**src/adcc_pkg.sv**
```systemverilog
package adcc_pkg;

    // Register indexes; byte address is four times the index
    localparam logic [7:0] IDX_CLK_DIV   = 8'hf2;  // converter_clock_divider
    localparam logic [7:0] IDX_CONTROL   = 8'hf3;  // converter_control
    localparam logic [7:0] IDX_RES_LOW   = 8'hf4;  // result_low_byte
    localparam logic [7:0] IDX_RES_HIGH  = 8'hf5;  // result_high_byte
    localparam logic [7:0] IDX_PIN_CFG   = 8'hf6;  // channel_pin_config
    localparam logic [7:0] IDX_IRQ_EN    = 8'hf7;  // irq_enable_second

    // Field positions in converter_control, irq_enable_second and converter_clock_divider
    localparam int CTL_CH_LSB    = 0;
    localparam int CTL_CH_MSB    = 2;
    localparam int CTL_START_BIT = 3;
    localparam int CTL_DONE_BIT  = 4;
    localparam int CTL_EN_BIT    = 5;
    localparam int CTL_QUIET_BIT = 6;
    localparam int IRQ_EN_BIT    = 1;  // converter_irq_enable
    localparam int DIV_MSB       = 4;  // clock_divisor is bits 4..0

    // Widths, reset values and counts
    localparam int         ADDR_W        = 12;
    localparam int         RESULT_W      = 10;
    localparam int         DIV_W         = 5;
    localparam logic [7:0] RST_BYTE      = 8'h00;
    localparam logic [3:0] CONV_TICKS    = 4'hb;   // sample period plus ten bit steps
    localparam logic [6:0] ZERO_DIV_LEN  = 7'h40;  // divisor zero divides by 64
    localparam logic [1:0] RESP_OKAY     = 2'h0;
    localparam logic [1:0] RESP_SLVERR   = 2'h2;

    // Sequencer states, one-hot
    typedef enum logic [2:0] {
        SEQ_IDLE   = 3'b001,
        SEQ_SAMPLE = 3'b010,
        SEQ_BITS   = 3'b100
    } adcc_seq_type;

    // Signals toward the analog core
    typedef struct packed {
        logic                sample_hold;  // High during sample period
        logic [RESULT_W-1:0] trial_code;   // Trial level for comparator
        logic [2:0]          channel;      // Multiplexer select
    } adcc_core_type;

    // Peripheral clocks per converter clock period
    function automatic logic [6:0] div_period(input logic [DIV_W-1:0] divisor);
        div_period = (divisor == '0) ? ZERO_DIV_LEN : {1'b0, divisor, 1'b0};
    endfunction

endpackage

```
**src/adcc_prescaler.sv**
```systemverilog
`timescale 1ns/1ps
module adcc_prescaler (
    input  wire logic                      aclk,
    input  wire logic                      aresetn,
    input  wire logic                      run,      // Count only while converting
    input  wire logic [adcc_pkg::DIV_W-1:0] divisor,
    output logic                           tick      // One converter clock edge
);
    import adcc_pkg::*;

    logic [6:0] cnt_ff;   // Peripheral cycles in current period
    logic       wrap;     // Last cycle of period

    assign wrap = (cnt_ff == 7'(div_period(divisor) - 7'h01));

    // Period counter; restarts each conversion so ticks are aligned to start
    always_ff @(posedge aclk) begin
        if (!aresetn || !run) begin
            cnt_ff <= '0;
        end else if (wrap) begin
            cnt_ff <= '0;
        end else begin
            cnt_ff <= cnt_ff + 7'h01;
        end
    end

    // Registered tick, high one cycle per converter period
    always_ff @(posedge aclk) begin
        if (!aresetn) begin
            tick <= 1'b0;
        end else begin
            tick <= run && wrap;
        end
    end

endmodule // adcc_prescaler

```
**src/adcc_sequencer.sv**
```systemverilog
`timescale 1ns/1ps
module adcc_sequencer (
    input  wire logic                          aclk,
    input  wire logic                          aresetn,
    input  wire logic                          start,        // Accepted launch
    input  wire logic [2:0]                    channel,      // Channel at launch
    input  wire logic                          abort,        // Standby entered
    input  wire logic                          tick,         // Converter clock edge
    input  wire logic                          sample_above, // Comparator from core
    output logic                               busy,
    output logic                               finish,       // Last bit decided
    output logic [adcc_pkg::RESULT_W-1:0]      result,
    output adcc_pkg::adcc_core_type            core
);
    import adcc_pkg::*;

    adcc_seq_type        state_ff;  // Conversion phase
    logic [3:0]          idx_ff;    // Bit under trial
    logic [RESULT_W-1:0] sar_ff;    // Decided bits plus trial bit
    logic [2:0]          ch_ff;     // Latched channel

    assign busy   = (state_ff != SEQ_IDLE);
    assign finish = (state_ff == SEQ_BITS) && tick && (idx_ff == 4'h0);
    assign core   = '{sample_hold: (state_ff == SEQ_SAMPLE), trial_code: sar_ff, channel: ch_ff};

    // Phase control: one sample period then ten bit periods
    always_ff @(posedge aclk) begin
        if (!aresetn) begin
            state_ff <= SEQ_IDLE;
        end else begin
            unique case (state_ff)
                SEQ_IDLE: begin
                    if (start) state_ff <= SEQ_SAMPLE;
                end
                SEQ_SAMPLE: begin
                    if (abort) state_ff <= SEQ_IDLE;
                    else if (tick) state_ff <= SEQ_BITS;
                end
                SEQ_BITS: begin
                    if (abort || finish) state_ff <= SEQ_IDLE;
                end
                default: state_ff <= SEQ_IDLE;  // Illegal code recovers
            endcase
        end
    end

    // Channel held fixed for the whole conversion
    always_ff @(posedge aclk) begin
        if (!aresetn) begin
            ch_ff <= '0;
        end else if (state_ff == SEQ_IDLE && start) begin
            ch_ff <= channel;
        end
    end

    // Successive approximation: all-above gives full scale, none gives zero
    always_ff @(posedge aclk) begin
        if (!aresetn) begin
            sar_ff <= '0;
            idx_ff <= '0;
        end else if (state_ff == SEQ_IDLE && start) begin
            sar_ff <= '0;
            idx_ff <= 4'(RESULT_W - 1);
        end else if (state_ff == SEQ_SAMPLE && tick) begin
            sar_ff <= {1'b1, {(RESULT_W-1){1'b0}}};
            idx_ff <= 4'(RESULT_W - 1);
        end else if (state_ff == SEQ_BITS && tick) begin
            sar_ff[idx_ff] <= sample_above;
            if (idx_ff != 4'h0) begin
                sar_ff[4'(idx_ff - 4'h1)] <= 1'b1;
                idx_ff                    <= 4'(idx_ff - 4'h1);
            end
        end
    end

    // Result loads on the same edge that busy falls at conversion end; an abort leaves it unchanged
    always_ff @(posedge aclk) begin
        if (!aresetn) begin
            result <= '0;
        end else if (finish) begin
            result <= {sar_ff[RESULT_W-1:1], sample_above};
        end
    end

endmodule // adcc_sequencer

```
**src/adcc_top.sv**
```systemverilog
`timescale 1ns/1ps
module adcc_top (
    input  wire logic                         aclk,
    input  wire logic                         aresetn,
    input  wire logic [adcc_pkg::ADDR_W-1:0]  s_axi_awaddr,
    input  wire logic [2:0]                   s_axi_awprot,
    input  wire logic                         s_axi_awvalid,
    output logic                              s_axi_awready,
    input  wire logic [31:0]                  s_axi_wdata,
    input  wire logic [3:0]                   s_axi_wstrb,
    input  wire logic                         s_axi_wvalid,
    output logic                              s_axi_wready,
    output logic [1:0]                        s_axi_bresp,
    output logic                              s_axi_bvalid,
    input  wire logic                         s_axi_bready,
    input  wire logic [adcc_pkg::ADDR_W-1:0]  s_axi_araddr,
    input  wire logic [2:0]                   s_axi_arprot,
    input  wire logic                         s_axi_arvalid,
    output logic                              s_axi_arready,
    output logic [31:0]                       s_axi_rdata,
    output logic [1:0]                        s_axi_rresp,
    output logic                              s_axi_rvalid,
    input  wire logic                         s_axi_rready,
    input  wire logic                         sample_above,
    output adcc_pkg::adcc_core_type           core,
    output logic                              converter_standby,
    output logic [7:0]                        pin_converter_select,
    output logic                              converter_irq_source,
    output logic                              cpu_idle_request,
    output logic                              other_irq_hold,
    output logic                              cpu_wake
);
    import adcc_pkg::*;

    // Word index of a byte address
    function automatic logic [ADDR_W-3:0] word_index(input logic [ADDR_W-1:0] addr);
        word_index = addr[ADDR_W-1:2];
    endfunction

    // Whether an index names a register
    function automatic logic is_mapped(input logic [ADDR_W-3:0] idx);
        is_mapped = (idx >= (ADDR_W-2)'(IDX_CLK_DIV)) && (idx <= (ADDR_W-2)'(IDX_IRQ_EN));
    endfunction

    // Bus slave state
    logic [ADDR_W-1:0] awaddr_ff;   // Held write address
    logic              aw_held_ff;  // Address taken, waiting for data
    logic [7:0]        wbyte_ff;    // Held low data byte
    logic              wlane_ff;    // Low byte lane enabled
    logic              w_held_ff;   // Data taken, waiting for address
    logic              wr_fire;     // Both halves present, perform write
    logic [ADDR_W-3:0] wr_idx;

    // Software-visible registers, then internal launch and wake registers
    logic [DIV_W-1:0]    divisor_ff;  // clock_divisor
    logic [2:0]          ch_ff;       // channel_select
    logic                done_ff;     // conversion_done_flag
    logic                enable_ff;   // converter_enable
    logic                quiet_ff;    // quiet_idle_select
    logic [7:0]          pin_cfg_ff;  // channel_pin_config
    logic                irq_en_ff;   // converter_irq_enable
    logic                quiet_run_ff; // Quiet mode latched at launch
    logic                wake_ff;     // Wake pulse register

    // Conversion signals
    logic                ctl_wr;      // Control register write
    logic                start_req;   // Write carries start bit
    logic                start_ok;    // Launch accepted
    logic                busy;
    logic                finish;
    logic                tick;
    logic [RESULT_W-1:0] result;

    assign wr_fire = aw_held_ff && w_held_ff && !s_axi_bvalid;
    assign wr_idx  = word_index(awaddr_ff);
    assign ctl_wr  = wr_fire && wlane_ff && (wr_idx == (ADDR_W-2)'(IDX_CONTROL));

    // Handshake readies: one write and one read in flight
    assign s_axi_awready = !aw_held_ff && !s_axi_bvalid;
    assign s_axi_wready  = !w_held_ff && !s_axi_bvalid;
    assign s_axi_arready = !s_axi_rvalid;

    // Write address channel capture
    always_ff @(posedge aclk) begin
        if (!aresetn) begin
            aw_held_ff <= 1'b0;
            awaddr_ff  <= '0;
        end else if (s_axi_awvalid && s_axi_awready) begin
            aw_held_ff <= 1'b1;
            awaddr_ff  <= s_axi_awaddr;
        end else if (wr_fire) begin
            aw_held_ff <= 1'b0;
        end
    end

    // Write data channel capture; only the low byte carries register bits
    always_ff @(posedge aclk) begin
        if (!aresetn) begin
            w_held_ff <= 1'b0;
            wbyte_ff  <= RST_BYTE;
            wlane_ff  <= 1'b0;
        end else if (s_axi_wvalid && s_axi_wready) begin
            w_held_ff <= 1'b1;
            wbyte_ff  <= s_axi_wdata[7:0];
            wlane_ff  <= s_axi_wstrb[0];
        end else if (wr_fire) begin
            w_held_ff <= 1'b0;
        end
    end

    // Write response; unmapped addresses answer slave error
    always_ff @(posedge aclk) begin
        if (!aresetn) begin
            s_axi_bvalid <= 1'b0;
            s_axi_bresp  <= RESP_OKAY;
        end else if (wr_fire) begin
            s_axi_bvalid <= 1'b1;
            s_axi_bresp  <= is_mapped(wr_idx) ? RESP_OKAY : RESP_SLVERR;
        end else if (s_axi_bready) begin
            s_axi_bvalid <= 1'b0;
        end
    end

    // Divider, pin config and irq enable writes
    always_ff @(posedge aclk) begin
        if (!aresetn) begin
            divisor_ff <= '0;
            pin_cfg_ff <= RST_BYTE;
            irq_en_ff  <= 1'b0;
        end else if (wr_fire && wlane_ff) begin
            // Reserved bits are dropped; software must leave them zero
            if (wr_idx == (ADDR_W-2)'(IDX_CLK_DIV)) divisor_ff <= wbyte_ff[DIV_MSB:0];
            if (wr_idx == (ADDR_W-2)'(IDX_PIN_CFG)) pin_cfg_ff <= wbyte_ff;
            if (wr_idx == (ADDR_W-2)'(IDX_IRQ_EN))  irq_en_ff  <= wbyte_ff[IRQ_EN_BIT];
        end
    end

    // Control fields; the channel may change mid-conversion, the latched copy rules
    always_ff @(posedge aclk) begin
        if (!aresetn) begin
            ch_ff     <= '0;
            enable_ff <= 1'b0;
            quiet_ff  <= 1'b0;
        end else if (ctl_wr) begin
            ch_ff     <= wbyte_ff[CTL_CH_MSB:CTL_CH_LSB];
            enable_ff <= wbyte_ff[CTL_EN_BIT];
            quiet_ff  <= wbyte_ff[CTL_QUIET_BIT];
        end
    end

    // Launch needs enable and a pin routed to the converter
    assign start_req = ctl_wr && wbyte_ff[CTL_START_BIT];
    assign start_ok  = start_req && !busy && wbyte_ff[CTL_EN_BIT]
                       && pin_cfg_ff[wbyte_ff[CTL_CH_MSB:CTL_CH_LSB]];

    // Done flag: hardware sets, software writes zero to clear, set wins
    always_ff @(posedge aclk) begin
        if (!aresetn) begin
            done_ff <= 1'b0;
        end else if (finish) begin
            done_ff <= 1'b1;
        end else if (ctl_wr && !wbyte_ff[CTL_DONE_BIT]) begin
            done_ff <= 1'b0;
        end
    end

    // Quiet mode latched at launch so later writes cannot wake the cpu early
    always_ff @(posedge aclk) begin
        if (!aresetn) begin
            quiet_run_ff <= 1'b0;
        end else if (start_ok) begin
            quiet_run_ff <= wbyte_ff[CTL_QUIET_BIT];
        end
    end

    // Wake pulse only from conversion end in quiet mode
    always_ff @(posedge aclk) begin
        if (!aresetn) begin
            wake_ff <= 1'b0;
        end else begin
            wake_ff <= finish && quiet_run_ff;
        end
    end

    // Read channel; reserved bits read zero
    always_ff @(posedge aclk) begin
        if (!aresetn) begin
            s_axi_rvalid <= 1'b0;
            s_axi_rdata  <= '0;
            s_axi_rresp  <= RESP_OKAY;
        end else if (s_axi_arvalid && s_axi_arready) begin
            s_axi_rvalid <= 1'b1;
            s_axi_rresp  <= is_mapped(word_index(s_axi_araddr)) ? RESP_OKAY : RESP_SLVERR;
            unique case (word_index(s_axi_araddr))
                (ADDR_W-2)'(IDX_CLK_DIV):  s_axi_rdata <= {27'h000_0000, divisor_ff};
                (ADDR_W-2)'(IDX_CONTROL):  s_axi_rdata <= {25'h000_0000, quiet_ff, enable_ff,
                                                           done_ff, busy, ch_ff};
                (ADDR_W-2)'(IDX_RES_LOW):  s_axi_rdata <= {30'h0000_0000, result[1:0]};
                (ADDR_W-2)'(IDX_RES_HIGH): s_axi_rdata <= {24'h00_0000, result[9:2]};
                (ADDR_W-2)'(IDX_PIN_CFG):  s_axi_rdata <= {24'h00_0000, pin_cfg_ff};
                (ADDR_W-2)'(IDX_IRQ_EN):   s_axi_rdata <= {30'h0000_0000, irq_en_ff, 1'b0};
                default:                   s_axi_rdata <= '0;
            endcase
        end else if (s_axi_rready) begin
            s_axi_rvalid <= 1'b0;
        end
    end

    // Converter clock; aclk is the peripheral clock, already cpu/2 in normal mode
    adcc_prescaler u_prescaler (
        .aclk    (aclk),
        .aresetn (aresetn),
        .run     (busy),
        .divisor (divisor_ff),
        .tick    (tick)
    );

    // Conversion sequencer; clearing enable aborts into standby
    adcc_sequencer u_sequencer (
        .aclk         (aclk),
        .aresetn      (aresetn),
        .start        (start_ok),
        .channel      (wbyte_ff[CTL_CH_MSB:CTL_CH_LSB]),
        .abort        (!enable_ff),
        .tick         (tick),
        .sample_above (sample_above),
        .busy         (busy),
        .finish       (finish),
        .result       (result),
        .core         (core)
    );

    // Outputs toward core, pins and cpu
    assign converter_standby    = !enable_ff;
    assign pin_converter_select = pin_cfg_ff;
    assign converter_irq_source = done_ff && irq_en_ff;
    assign cpu_idle_request     = busy && quiet_run_ff;
    assign other_irq_hold       = busy && quiet_run_ff;
    assign cpu_wake             = wake_ff;

    // Helper counters for checks
    logic [3:0] tick_cnt_ff;  // Ticks seen this conversion
    logic [6:0] gap_ff;       // Cycles since last tick
    always_ff @(posedge aclk) begin
        if (!aresetn || !busy) begin
            tick_cnt_ff <= '0;
            gap_ff      <= '0;
        end else if (tick) begin
            tick_cnt_ff <= tick_cnt_ff + 4'h1;
            gap_ff      <= 7'h01;
        end else begin
            gap_ff      <= gap_ff + 7'h01;
        end
    end
endmodule // adcc_top

```
**config.mk**
```make
export PLATFORM = sky130hd
export DESIGN_NAME = adcc_top
export DESIGN_NICKNAME = d
export VERILOG_FILES = /design/src/adcc_pkg.sv /design/src/adcc_prescaler.sv /design/src/adcc_sequencer.sv /design/src/adcc_top.sv
export SDC_FILE = /design/constraint.sdc
export NUM_CORES = 1
export LEC_CHECK = 0
export BUFFER_PORTS_ARGS = -buffer_cell sky130_fd_sc_hd__clkbuf_2
export CORE_UTILIZATION = 45
export CTS_CLUSTER_SIZE = 24
export DETAILED_ROUTE_END_ITERATION = 8
export GPL_TIMING_DRIVEN = 0
export HOLD_SLACK_MARGIN = 0.05
export PLACE_DENSITY = 0.72
export SKIP_LAST_GASP = 1
export SYNTH_ARGS = -nofsm -noshare
export SYNTH_HDL_FRONTEND = slang
export SYNTH_SLANG_ARGS = --single-unit
```
**constraint.sdc**
```tcl
create_clock -name aclk -period 2 [get_ports aclk]
set_input_delay 0.1 -clock aclk [delete_from_list [all_inputs] [get_ports aclk]]
set_output_delay 0.1 -clock aclk [all_outputs]
set_load 0.02 [all_outputs]
```
# After elaboration in Yosys (flattened, before gate mapping)
# Index checks and enable logic that the tools add are counted.
# Widths: inputs -> output; s select.
[totals]
regBits = 121
input_bits = 74
output_inout_bits = 68
elab_cells = 148
[op_classes]
addsub = 3
order_cmp = 9
n_eq_ne = 18
mux = 32
n_bitwise = 2
n_reduce_logical = 56
[ops]
columns = ["cell", "n"]
rows = [
  ["$eq 10x8->1 const B", 10],
  ["$pmux 8 s6", 1],
  ["$mux 10", 3],
  ["$logic_and 1x1->1", 26],
  ["$ge 10x8->1 const B", 2],
  ["$le 10x8->1 const B", 2],
  ["$mux 4", 4],
  ["$mux 1", 12],
  ["$mux 3", 4],
  ["$reduce_bool 2->1", 6],
  ["$bwmux 10", 1],
  ["$lt 4x5->1 const B", 2],
  ["$or 10x10->10", 1],
  ["$reduce_and 2->1", 5],
  ["$pmux 3 s3", 1],
  ["$demux 1 s4", 2],
  ["$ge 4x1->1 const B", 2],
  ["$logic_not 1->1", 8],
  ["$add 7x1->7 const B", 1],
  ["$eq 7x7->1", 1],
  ["$mux 7", 1],
  ["$sub 7x1->7 const B", 1],
  ["$reduce_bool 3->1", 2],
  ["$logic_not 5->1", 1],
  ["18 further kinds", 21],
]

# Depth between registers and ports, before layout
# Gate-level depths: netlist of run 1.
[logic_depth]
ltp_word = 11
mapped_depth = 7
depth_no_buf = 7

# Hierarchy
# A second synthesis of run 1 with hierarchy kept.
[unflattened]
cells_unflattened = 537
hier_area_um2 = 4674.5
[by_module_without_submodules]
columns = ["mod", "n_inst", "cells_per_inst", "area_per_inst_um2", "seq_area_each_um2"]
rows = [
  ["adcc_top", 1, 319, 2728.9, 1101.1],
  ["adcc_sequencer", 1, 174, 1516.5, 600.6],
  ["adcc_prescaler", 1, 44, 429.2, 160.2],
]

# Worst setup path after synthesis of run 1
# No wires, ideal clock.
[synth_path]
path_type = "register -> register"
start = "reg wbyte_ff[1]"
end = "reg u_sequencer.state_ff[1]"
setup_time_ns = 0.116
arrival_ns = 1.670
t_required_ns = 1.884
slack_ns = 0.214
path_stages_with_launch = 8
path_buffers = 2
period_less_slack_ns = 1.786
cell_sequence = "dfxtp_1 > buf_6 > mux2_1 > mux4_2 > nand3_2 > buf_6 > inv_4 > o211a_1"
[synth_via]
elab_chain_cells = 5
[synth_lines]
columns = ["item", "line", "text"]
rows = [
  ["from (decl)", "adcc_top.sv:48", "logic [7:0] wbyte_ff;"],
  ["from (signal assigned)", "adcc_top.sv:104", "wbyte_ff <= s_axi_wdata[7:0];"],
  ["$bmux 1 s3", "adcc_top.sv:154", "&& pin_cfg_ff[wbyte_ff[CTL_CH_MSB:CTL_CH_LSB]];"],
  ["$mux 1 (not written as such)", "adcc_top.sv:154", ""],
  ["$logic_and 1x1->1", "adcc_top.sv:154", ""],
  ["$ne 2x1->1 (no source line)", "-", ""],
  ["$reduce_and 3->1 (no source line)", "-", ""],
  ["to (signal assigned)", "adcc_sequencer.sv:37", "else if (tick) state_ff <= SEQ_BITS;"],
  ["to (signal assigned)", "adcc_sequencer.sv:40", "if (abort || finish) state_ff <= SEQ_IDLE;"],
  ["to (signal assigned)", "adcc_sequencer.sv:42", "default: state_ff <= SEQ_IDLE;"],
  ["to (decl)", "adcc_sequencer.sv:17", "adcc_seq_type state_ff;"],
]
# No other way between the ends. The select of a mux whose other input is x is not followed.
# A chain may end at the register's enable or synchronous reset.

# Worst setup path after layout of run 1
# Ends and elaborated chain as after synthesis.

==> reports/results.ini, run 1 <==
[hold_path]
hold_class = in2reg

[timing]
hold_viol = 0
worst_pin_slew_ns = 0.702
setup_viol = 0
clock.fmax_mhz = 515
clock_skew_ns = 0.0156
min_period_ns = 1.94
relSlewSlack = 0.532
finalWorstSetupSlack_ns = 0.0579
hold_ws_ns = 0.113
slew_viol_final = 0
tns_ns = 0
period_share = 0.971

[logic_synthesis]
synthAdderAreaFrac = 0.0192
synth-compound-area-share = 0.132
yosys-top-cells-area = dfxtp_1 (41%), mux2i_1 (7.5%), nand2_1 (6.3%)
yosysUniqueCellTypes = 57
synth_ff_type = dfxtp_1
syn_inst = 533
synthMuxAreaShare = 0.0992
synth.top_cell.area_share = 0.408
ys_async_sr_fraction = 0
synth_area_per_cell_um2 = 8.56
synthXorXnorAreaFrac = 0.0249
synth_seq_area_share = 0.408
synth_top_family_by_area = simple AND/OR/NAND/NOR gates
syn-cell-area_um2 = 4560
yosys.area_share.simple = 0.232
yosys.area.top_type = dfxtp_1
synth_edf_count = 0
ys_seq_elements = 93
ys_warn_count = 0

[cts]
root_buffer = clkbuf_8
htreeDepth = 3
clkLatencyLatePin_ns = 0.37
path_clk_slew_ns = 0.09
cts_buffers = 9
cts.sinks = 93
tritoncts = built
ctsLongestPathBuffers = 2

[worst_setup_path]
reg2reg_slack_ns = 0.06
r2r_end = u_sequencer.state_ff[1]
crit-reg2reg-launch = wbyte_ff[1]
worst-r2r-cell-count = 7
arrival_ns = 2.21
cp_max_fo = 10
crit_path_start_kind = register
startpoint = wbyte_ff[1]
cp_slowest_stage_delay_ns = 0.50
worstSetupPathType = reg2reg
critPathRequiredTime_ns = 2.27
end_kind = register
critPathMostFrequentCell = buf_6
slowest_stage = mux4_2
endpoint = u_sequencer.state_ff[1]
path_cells = buf_6 -> mux2_2 -> mux4_2 -> nand3_4 -> buf_6 -> inv_4 -> o211a_1

[detailed_routing]
routed_wl_um = 12100
via_per_inst = 5.19
ant_nets = 0
top_layer = met4
drt_iter0_drc = 247
routedWlPerCell_um = 14.9
dr_wl_met3_um = 630
wl_met1_um = 5590
dr.pass1.iters = 5
route.detailed.drc = 0
via_count = 4211
dr_wl_met2_um = 5590

[die]
ios = 142
dieArea_um2 = 10500
rows = 36
coreArea_um2 = 9820
fp.dieW_um = 103
start_util = 0.465
die_height_um = 103

[final_layout]
fin_nets = 754
fin_area_um2 = 5740
drive_gt1_frac = 0.239
layout.cells.non_filler = 811
final_util = 0.585
area_delta_synth_final_pct = 25.8
antenna_cells = 0

[global_route]
overflow = 0
grt_pass1_vias = 3826
track_usage = 0.230
antenna_found_initial = 0
grt_max_degree = 17
grt_pass1_wl_um = 18500

[power_and_ir_drop]
power.total_mw = 3.72
cellPowerDensity_nw_per_um2 = 647
power_leakage_nw = 2.45
max-vdd-ir-drop_uv = 365

[place]
dp_cells = 768
place_ws_ns = -0.220
post_dp_cell_area_um2 = 5210
io_buffers = 77
dpl.hpwl_um = 8640
gp_congestion = 0.835

[flow_run]
max_cap_viol_count = 0

[run_status]
status = finished, final reports clean

[critical path: cells and delay by family, from the launching register on]
family | cells | cell delay [ns]
buffers and inverters | 3 | 0.32
muxes | 2 | 0.85
and+or+nand+nor | 1 | 0.13
AOI/OAI and AO/OA | 1 | 0.19
DFF | 1 | 0.34
[routing by layer]
layer,GRT usage,up-vias
met2,0.366,155
met1,0.308,1952
li1,-,2077
met4,0.105,0
met5,0,-
met3,0.0359,27
[synthesized netlist by cell type, drive strengths merged (2+ instances only)]
cell type and n:
nor3 5, and2 6, a22o 4, ha 7, xnor2 8, o21ai 22, o211a 2, buf 37
nor3b 2, a32oi 4, nor4b 2, a21oi 47, a32o 2, nand4b 4, inv 11, a22oi 3
mux2i 34, nand3 29, nand2 76, o31ai 2, xor2 5, mux2 8, clkbuf 16, a31oi 2
nor2 52, dfxtp 93, or2 3, nand2b 8, a211oi 3, nand4 2, and3 5, nand3b 7
nor2b 9
[layout by cell type (no fill, tap or decap), drive strengths merged, types with 3 or more instances in the layout]
cell | synthesis | final
a211oi | 3 | 3
a21oi | 47 | 47
a22o | 4 | 4
a22oi | 3 | 3
a32oi | 4 | 4
and2 | 6 | 6
and3 | 5 | 5
buf | 37 | 42
clkbuf | 16 | 101
clkinv | 0 | 3
conb | 1 | 26
dfxtp | 93 | 93
dlygate4sd3 | 0 | 23
ha | 7 | 7
inv | 11 | 12
mux2 | 8 | 8
mux2i | 34 | 34
nand2 | 76 | 76
nand2b | 8 | 8
nand3 | 29 | 29
nand3b | 7 | 7
nand4b | 4 | 4
nor2 | 52 | 52
nor2b | 9 | 9
nor3 | 5 | 5
o21ai | 22 | 22
or2 | 3 | 3
xnor2 | 8 | 8
xor2 | 5 | 5
[worst min path at each step]
stage               startpoint              to  slack (ns)  depth (start not counted)
2_1_floorplan     s_axi_rready    s_axi_rvalid        0.20                          1
3_3_place_gp      s_axi_rready    s_axi_rvalid        0.29                          2
3_5_place_dp      s_axi_rready    s_axi_rvalid        0.30                          2
4_1_cts          s_axi_awvalid      aw_held_ff        0.11                          3
5_1_grt          s_axi_awvalid      aw_held_ff        0.12                          3
6_report       s_axi_araddr[5]  s_axi_rdata[1]        0.11                          4
[state kept, by name, summed over array words and instances, names as in the netlist, 3 cells and up]
| signal | flops |
|---|---|
| u_prescaler.cnt_ff | 7 |
| ch_ff | 3 |
| u_sequencer.idx_ff | 4 |
| awaddr_ff | 10 |
| u_sequencer.result | 10 |
| u_sequencer.ch_ff | 3 |
| u_sequencer.sar_ff | 10 |
| divisor_ff | 5 |
| wbyte_ff | 8 |
| s_axi_rdata | 8 |
| pin_converter_select | 8 |
| u_sequencer.state_ff | 3 |
[report_power, final]
group,switching [mW],internal [mW]
logic,0.213,0.165
registers,0.0343,1.89
clock network,0.709,0.711
total,0.956,2.76
[timing repair]
item | CTS | global route
pin swaps | 0 | 2
buffers inserted | 0 | 3
gates resized for setup | 5 | 11
hold buffers | 23 | 0
endpoints found under the hold margin | 23 | 0
cloned | 0 | 1
endpoints found under the setup margin | 29 | 41
[area by class of cell]
| type | count | area (um^2) |
|---|---|---|
| plain buffers | 53 | 344 |
| clock buffers | 9 | 124 |
| clock inverters | 7 | 98.8 |
| fillers | 956 | 4080 |
| inverters | 11 | 43.8 |
| multi-input cells | 401 | 2460 |
| flip-flops and latches | 93 | 1860 |
| well taps | 133 | 166 |
| repair buffers | 104 | 643 |
[cells by family after synthesis]
logic type,Yosys count
xor+xnor,13
mux,43
buf+inv,64
simple gates,214
fa+ha+maj,7
compound gates,98
flops,93
other cells,1
Note: power is estimated with default switching activity, not from simulation.
==> inputs of run 2 (changes only) <==
--- a/config.mk
+++ b/config.mk
@@ -5,14 +5,14 @@
 export SDC_FILE = /design/constraint.sdc
 export NUM_CORES = 1
 export LEC_CHECK = 0
-export BUFFER_PORTS_ARGS = -buffer_cell sky130_fd_sc_hd__clkbuf_2
 export CORE_UTILIZATION = 45
 export CTS_CLUSTER_SIZE = 24
 export DETAILED_ROUTE_END_ITERATION = 8
+export DONT_BUFFER_PORTS = 1
 export GPL_TIMING_DRIVEN = 0
 export HOLD_SLACK_MARGIN = 0.05
-export PLACE_DENSITY = 0.72
 export SKIP_LAST_GASP = 1
 export SYNTH_ARGS = -nofsm -noshare
 export SYNTH_HDL_FRONTEND = slang
+export SYNTH_HIERARCHICAL = 1
 export SYNTH_SLANG_ARGS = --single-unit
==> reports/results.ini, run 2 <==
[run_status]
status = finished with violations
violations = negative setup slack

[worst_setup_path]
crit-reg2reg-launch = u_sequencer/state_ff[2]
arrival_ns = 2.52  ; +0.31 ns
path_cells = or3b_4 -> or3b_4 -> a2111oi_4 -> and4bb_4 -> or3_4 -> buf_8 -> o22ai_1
cp_slowest_stage_delay_ns = 0.40  ; -0.10 ns
worstSetupPathType = reg2reg
critPathMostFrequentCell = or3b_4
crit_path_start_kind = register
slowest_stage = or3b_4
r2r_end = u_sequencer/sar_ff[6]
worst-r2r-cell-count = 7  ; unchanged
critPathRequiredTime_ns = 2.22  ; -0.05 ns
cp_max_fo = 10  ; unchanged
end_kind = register
endpoint = u_sequencer/sar_ff[6]
reg2reg_slack_ns = -0.29  ; -0.35 ns
startpoint = u_sequencer/state_ff[2]

[die]
die_height_um = 104  ; +1.2%
coreArea_um2 = 9910  ; +0.92%
start_util = 0.472  ; +0.00689
fp.dieW_um = 104  ; +1.2%
dieArea_um2 = 10800  ; +2.4%
rows = 36  ; unchanged
ios = 142  ; unchanged

[final_layout]
fillers = 915  ; -4.3%
area_delta_synth_final_pct = 19.4
top_regs = awaddr_ff x10, u_sequencer/result x10, u_sequencer/sar_ff x10
antenna_cells = 0  ; unchanged
final_common_cell = nand2_1
fin_nets = 691  ; -8.4%
layout.cells.non_filler = 747  ; -7.9%
layout_common_cells = nand2_1 (102), dfxtp_1 (85), a21oi_1 (42)
drive_gt1_frac = 0.173  ; -0.0663

[power_and_ir_drop]
power_leakage_nw = 2.19  ; -11%
cellPowerDensity_nw_per_um2 = 649  ; +0.24%
max-vdd-ir-drop_uv = 410  ; +12%

[logic_synthesis]
synth_area_per_cell_um2 = 8.70  ; +1.6%
synth.top_cell.area_share = 0.398  ; -0.00961
ys_seq_elements = 93  ; unchanged
synth_edf_count = 0  ; unchanged
yosys-top-cells-area = dfxtp_1 (40%), nand2_1 (8.3%), mux2i_1 (6.9%)
synth_seq_area_share = 0.398  ; -0.00961
syn-cell-area_um2 = 4670  ; +2.4%
synth_common_cells = nand2_1 (103), dfxtp_1 (93), a21oi_1 (43), mux2i_1 (32), buf_4 (29)
synth_ff_type = dfxtp_1
ys_async_sr_fraction = 0  ; unchanged
synthMuxAreaShare = 0.0806  ; -0.0187
yosys.area.top_type = dfxtp_1
synth_top_family_by_area = simple AND/OR/NAND/NOR gates
synthAdderAreaFrac = 0.0187  ; -0.000452
synthXorXnorAreaFrac = 0.0262  ; +0.00129
synth-compound-area-share = 0.143  ; +0.0108
yosys.area_share.simple = 0.246  ; +0.0144
ys_warn_count = 6  ; +6
synth.most_common_cell = nand2_1
yosysUniqueCellTypes = 77  ; +35%
syn_inst = 537  ; +0.75%

[global_route]
track_usage = 0.222  ; -0.00821
grt_pass1_vias = 3840  ; +0.37%
grt_pass1_wl_um = 19200  ; +3.9%
overflow = 0  ; unchanged
grt_max_degree = 17  ; unchanged
antenna_found_initial = 0  ; unchanged

[hold_path]
hold_class = in2reg

[detailed_routing]
route.detailed.drc = 0  ; unchanged
via_per_inst = 5.23  ; +0.65%
drt_iter0_drc = 151  ; -39%
dr.pass1.iters = 5  ; unchanged
routedWlPerCell_um = 15.5  ; +4.3%
routed_wl_um = 11600  ; -3.9%
ant_nets = 0  ; unchanged
via_count = 3904  ; -7.3%

[timing]
hold_ws_ns = 0.0741  ; -0.0391 ns
clock_skew_ns = 0.0153  ; -0.000299 ns
hold_viol = 0  ; unchanged
period_share = 1.15  ; +0.175
setup_viol = 20  ; +20
relSlewSlack = 0.631  ; +0.0994
worst_pin_slew_ns = 0.553  ; -0.149 ns
slew_viol_final = 0  ; unchanged
clock.fmax_mhz = 436  ; -15%
min_period_ns = 2.29  ; +0.350 ns
finalWorstSetupSlack_ns = -0.292  ; -0.350 ns
grt_setup_unrepaired = true

[cts]
clkLatencyLatePin_ns = 0.36  ; about the same
htreeDepth = 3  ; unchanged
root_buffer = clkbuf_8
cts_buffers = 9  ; unchanged
tritoncts = built
cts.sinks = 93  ; unchanged
ctsLongestPathBuffers = 2  ; unchanged
path_clk_slew_ns = 0.10  ; about the same

[place]
gp_congestion = 0.871  ; +4.3%
io_buffers = 0  ; -100%
dpl.hpwl_um = 8480  ; -1.8%
dp_cells = 695  ; -9.5%

[flow_run]
max_cap_viol_count = 0  ; unchanged

-- run 2: changes by cell type after synthesis, moves of 6 or more --
cell and change:
o22ai_1 +10, inv_1 +6, nor2_1 -31, mux2_2 -6, nand2_1 +27, nand3_1 -9, o21ai_0 -15, o21ai_1 +9
-- run 2: stage by stage --
step | power (mW) | worst slack (ns) | instance area (um^2) | utilization | setup TNS, ns
6_report | 3.62 | -0.292 | 5580 | 0.563 | -4.67
5_1_grt | 3.78 | -0.368 | 5580 | 0.563 | -6.17
4_1_cts | 3.64 | -0.272 | 5500 | 0.555 | -4.33
3_5_place_dp | 2.32 | -0.436 | 4960 | 0.500 | -6.55
3_3_place_gp | 2.31 | -0.424 | 4960 | 0.500 | -6.29
2_1_floorplan | 2.25 | -0.241 | 4790 | - | -2.87
-- run 2: what timing repair did --
action | in CTS | in global routing
buffers inserted | 7 | 5
setup endpoints to repair | 20 | 32
pin swaps | 6 | 6
hold endpoints to repair | 25 | 0
hold buffers | 26 | 0
gates resized for setup | 17 | 9
-- run 2: worst min path at each step --
stage,slack (ns),to,start,cells after the start
global route,0.09,s_axi_rdata[1],s_axi_araddr[8],3
global placement,0.19,u_sequencer/state_ff[0],aresetn,1
finish,0.07,s_axi_rdata[1],s_axi_araddr[8],3
detailed placement,0.19,u_sequencer/state_ff[0],aresetn,1
floorplan,0.18,u_sequencer/state_ff[0],aresetn,1
CTS,0.06,s_axi_rdata[1],s_axi_araddr[8],3
-- run 2: layout make-up --
class                      instances  area [um^2]  area share
sequential                        93         1880       0.337
clock buffer                       9          124      0.0222
inverter                          17         66.3      0.0119
multi-input combinational        400         2580       0.463
clock inverter                     6         71.3      0.0128
timing repair buffer              38          350      0.0628
tap                              133          166      0.0298
buffer                            51          337      0.0603
-- run 2: power breakdown --
part / switching, mW / total, mW / internal (mW)
Combinational: 0.231 / 0.394 / 0.163
Sequential: 0.0520 / 1.94 / 1.89
Clock: 0.698 / 1.28 / 0.585
-- run 2: kinds of logic (layout without fill, tap and decap cells) --
| group | Yosys count | after routing |
|---|---|---|
| AO/OA/AOI/OAI | 104 | 104 |
| XOR/XNOR | 14 | 14 |
| adder cells (fa/ha/maj) | 7 | 7 |
| buffers and inverters | 69 | 121 |
| flip-flops | 93 | 93 |
| multiplexers | 37 | 37 |
| other | 1 | 26 |
| AND/OR/NAND/NOR | 212 | 212 |
-- run 2: critical path, delay by kind of cell (launching register included) --
kind | cells | cell delay [ns]
compound gates | 2 | 0.40
simple gates | 4 | 1.29
buf+inv | 1 | 0.13
flops | 1 | 0.35
-- run 2: layer usage --
metal  vias up  track usage  share of wire
met1      1800        0.297           0.46
met2       109        0.362           0.47
met4         0       0.0704          0.017
met5         -            0              0
met3        16       0.0407          0.055
li1       1979            -              -
==> inputs of run 3 (changes only) <==
--- a/config.mk
+++ b/config.mk
@@ -5,12 +5,14 @@
 export SDC_FILE = /design/constraint.sdc
 export NUM_CORES = 1
 export LEC_CHECK = 0
+export ABC_AREA = 1
+export BUFFER_PORTS_ARGS = -buffer_cell sky130_fd_sc_hd__clkbuf_2
 export CORE_UTILIZATION = 45
 export CTS_CLUSTER_SIZE = 24
 export DETAILED_ROUTE_END_ITERATION = 8
-export DONT_BUFFER_PORTS = 1
 export GPL_TIMING_DRIVEN = 0
 export HOLD_SLACK_MARGIN = 0.05
+export PLACE_DENSITY = 0.71
 export SKIP_LAST_GASP = 1
 export SYNTH_ARGS = -nofsm -noshare
 export SYNTH_HDL_FRONTEND = slang
==> reports/results.ini, run 3 <==
[timing]
period_share = 0.965  ; -0.181
hold_ws_ns = 0.0521  ; -0.0220 ns
finalWorstSetupSlack_ns = 0.0701  ; +0.362 ns
relSlewSlack = 0.624  ; -0.00672
slew_viol_final = 0  ; unchanged
hold_viol = 0  ; unchanged
grt_setup_unrepaired = true
min_period_ns = 1.93  ; -0.362 ns
clock_skew_ns = 0.0152  ; -0.0000958 ns
clock.fmax_mhz = 518  ; +19%
setup_viol = 0  ; -100%
worst_pin_slew_ns = 0.563  ; +0.0101 ns

[power_and_ir_drop]
power_leakage_nw = 2.94  ; +34%
power.total_mw = 3.64  ; +0.65%
max-vdd-ir-drop_uv = 356  ; -13%
clockPowerShare = 0.334  ; -0.021
combPwrFrac = 0.130  ; +0.021
p_sw_mw = 1.03  ; +5.2%
swShare = 0.283  ; +0.0122
p_int_mw = 2.61  ; -1.0%
share_seq_of_total_power = 0.536  ; about the same
cellPowerDensity_nw_per_um2 = 592  ; -8.8%

[logic_synthesis]
ys_seq_elements = 93  ; unchanged
yosysUniqueCellTypes = 46  ; -40%
synth_common_cells = nand2_1 (138), nor2_1 (104), dfxtp_1 (93), inv_1 (69), o21ai_0 (47)
syn_inst = 701  ; +31%
synth_area_per_cell_um2 = 7.17  ; -18%
synth.most_common_cell = nand2_1
ys_warn_count = 6  ; unchanged
synth_edf_count = 0  ; unchanged
synth_ff_type = dfxtp_1
ys_async_sr_fraction = 0  ; unchanged
synth_seq_area_share = 0.371  ; -0.0278
syn-cell-area_um2 = 5020  ; +7.5%
synth.top_cell.area_share = 0.371  ; -0.0278
yosys.area.top_type = dfxtp_1
yosys-top-cells-area = dfxtp_1 (37%), nand2_1 (10%), nor2_1 (7.8%)

[detailed_routing]
ant_nets = 0  ; unchanged
dr.pass1.iters = 5  ; unchanged
routedWlPerCell_um = 13.4  ; -14%
route.detailed.drc = 0  ; unchanged
drt_iter0_drc = 270  ; +79%
routed_wl_um = 13200  ; +13%
via_per_inst = 4.98  ; -4.8%
via_count = 4906  ; +26%

[worst_setup_path]
reg2reg_slack_ns = 0.07  ; +0.36 ns
crit_path_start_kind = register
cp_max_fo = 9  ; -1
cp_slowest_stage_delay_ns = 0.42  ; +0.02 ns
arrival_ns = 2.22  ; -0.30 ns
critPathRequiredTime_ns = 2.29  ; +0.07 ns
worstSetupPathType = reg2reg
path_cells = inv_2 -> nand2_1 -> nand3_1 -> a21oi_1 -> nor2_4 -> nor3b_4 -> nand4_4 -> nand2_4 -> nor2_2 -> o21ai_1 -> a21oi_1
critPathMostFrequentCell = a21oi_1
slowest_stage = dfxtp_2
end_kind = register

[die]
fp.dieW_um = 108  ; +3.6%
start_util = 0.464  ; -0.00819
rows = 38  ; +5.6%
die_height_um = 108  ; +3.6%
dieArea_um2 = 11600  ; +7.3%
ios = 142  ; unchanged
coreArea_um2 = 10800  ; +9.4%

[final_layout]
register_area_um2 = 1870  ; -0.60%
drive_gt1_frac = 0.261  ; +0.0886
antenna_cells = 0  ; unchanged
top_regs = awaddr_ff x10, u_sequencer/result x10, u_sequencer/sar_ff x10
layout_common_cells = nand2_1 (137), nor2_1 (102), dfxtp_1 (90)
area_delta_synth_final_pct = 22.5
layout.cells.non_filler = 986  ; +32%
fillers = 1064  ; +16%
fin_nets = 922  ; +33%
final_common_cell = nand2_1
multi_input_area_um2 = 2680  ; +3.6%

[cts]
root_buffer = clkbuf_8
ctsLongestPathBuffers = 2  ; unchanged
cts_buffers = 9  ; unchanged
tritoncts = built
cts.sinks = 93  ; unchanged
path_clk_slew_ns = 0.10  ; about the same
htreeDepth = 3  ; unchanged
clkLatencyLatePin_ns = 0.37  ; about the same

[hold_path]
hold_class = in2reg

[place]
dpl.hpwl_um = 9950  ; +17%
dp_cells = 944  ; +36%
io_buffers = 78  ; +78
gp_congestion = 0.961  ; +10%
place_ws_ns = -0.219  ; +0.216 ns

[global_route]
grt_pass1_vias = 4452  ; +16%
antenna_found_initial = 0  ; unchanged
grt_max_degree = 16  ; -1
track_usage = 0.234  ; +0.0123
grt_pass1_wl_um = 21100  ; +10%
overflow = 0  ; unchanged

[flow_run]
max_cap_viol_count = 0  ; unchanged

[run_status]
status = finished, final reports clean

run 3: power groups by stage:
stage | logic [mW] | clock network, mW | registers (mW)
after global routing | 0.521 | 1.31 | 1.96
after CTS | 0.445 | 1.22 | 1.95
after global placement | 0.403 | 0 | 1.99
final | 0.474 | 1.22 | 1.95
after detailed placement | 0.413 | 0 | 1.99
after floorplan | 0.295 | 0 | 1.99
run 3: cells by family (layout without fill, tap and decap cells):
family | after synthesis | in the layout | share of synthesized area
and+or+nand+nor | 349 | 350 | 0.349
adders and majority gates | 7 | 7 | 0.0174
DFF | 93 | 93 | 0.371
buffers and inverters | 127 | 246 | 0.125
xor gates and xnor gates | 4 | 4 | 0.00697
other | 1 | 26 | 0.000746
AOI/OAI and AO/OA | 120 | 120 | 0.130
run 3: what timing repair did:
| action | CTS | global route |
|---|---|---|
| hold buffers | 16 | 1 |
| endpoints found under the hold margin | 16 | 1 |
| cloned | 0 | 1 |
| setup buffers | 0 | 8 |
| endpoints found under the setup margin | 18 | 15 |
| pin swaps | 1 | 4 |
| gates resized for setup | 12 | 3 |
run 3: final cells by class:
| cell class | instances | area share |
|---|---|---|
| Clock inverter | 4 | 0.00488 |
| Clock buffer | 12 | 0.0252 |
| Buffer | 41 | 0.0473 |
| Inverter | 86 | 0.0549 |
| Timing Repair Buffer | 103 | 0.101 |
| Tap cell | 140 | 0.0284 |
| Multi-Input combinational cell | 507 | 0.435 |
| Sequential cell | 93 | 0.303 |
run 3: critical path: cells and delay by family (launching register included):
| kind | cells | cell delay (ns) |
|---|---|---|
| DFF | 1 | 0.42 |
| buffers and inverters | 1 | 0.09 |
| and+or+nand+nor | 7 | 0.84 |
| AOI/OAI and AO/OA | 3 | 0.50 |
run 3: through the flow:
step	TNS, ns	util	cell area, um^2
floorplan	0	-	5120
global placement	-2.52	0.524	5680
detailed placement	-2.40	0.524	5680
CTS	0	0.560	6070
global route	-0.310	0.568	6160
finish	0	0.568	6160
run 3: final timing paths:
check | from | endpoint | cells past startpoint
max | wbyte_ff[0] | u_sequencer/sar_ff[0] | 11
min | s_axi_rready | s_axi_rvalid | 3
max reg2reg | wbyte_ff[0] | u_sequencer/sar_ff[0] | 11
min reg2reg | quiet_run_ff | cpu_wake | 2
run 3: metal layers:
metal  part of all wire  up-vias  global-route usage
met5                  0        -                   0
met4              0.016        0              0.0685
met3              0.065       18              0.0460
met2               0.44      179               0.363
met1               0.47     2219               0.328
li1                   -     2490                   -
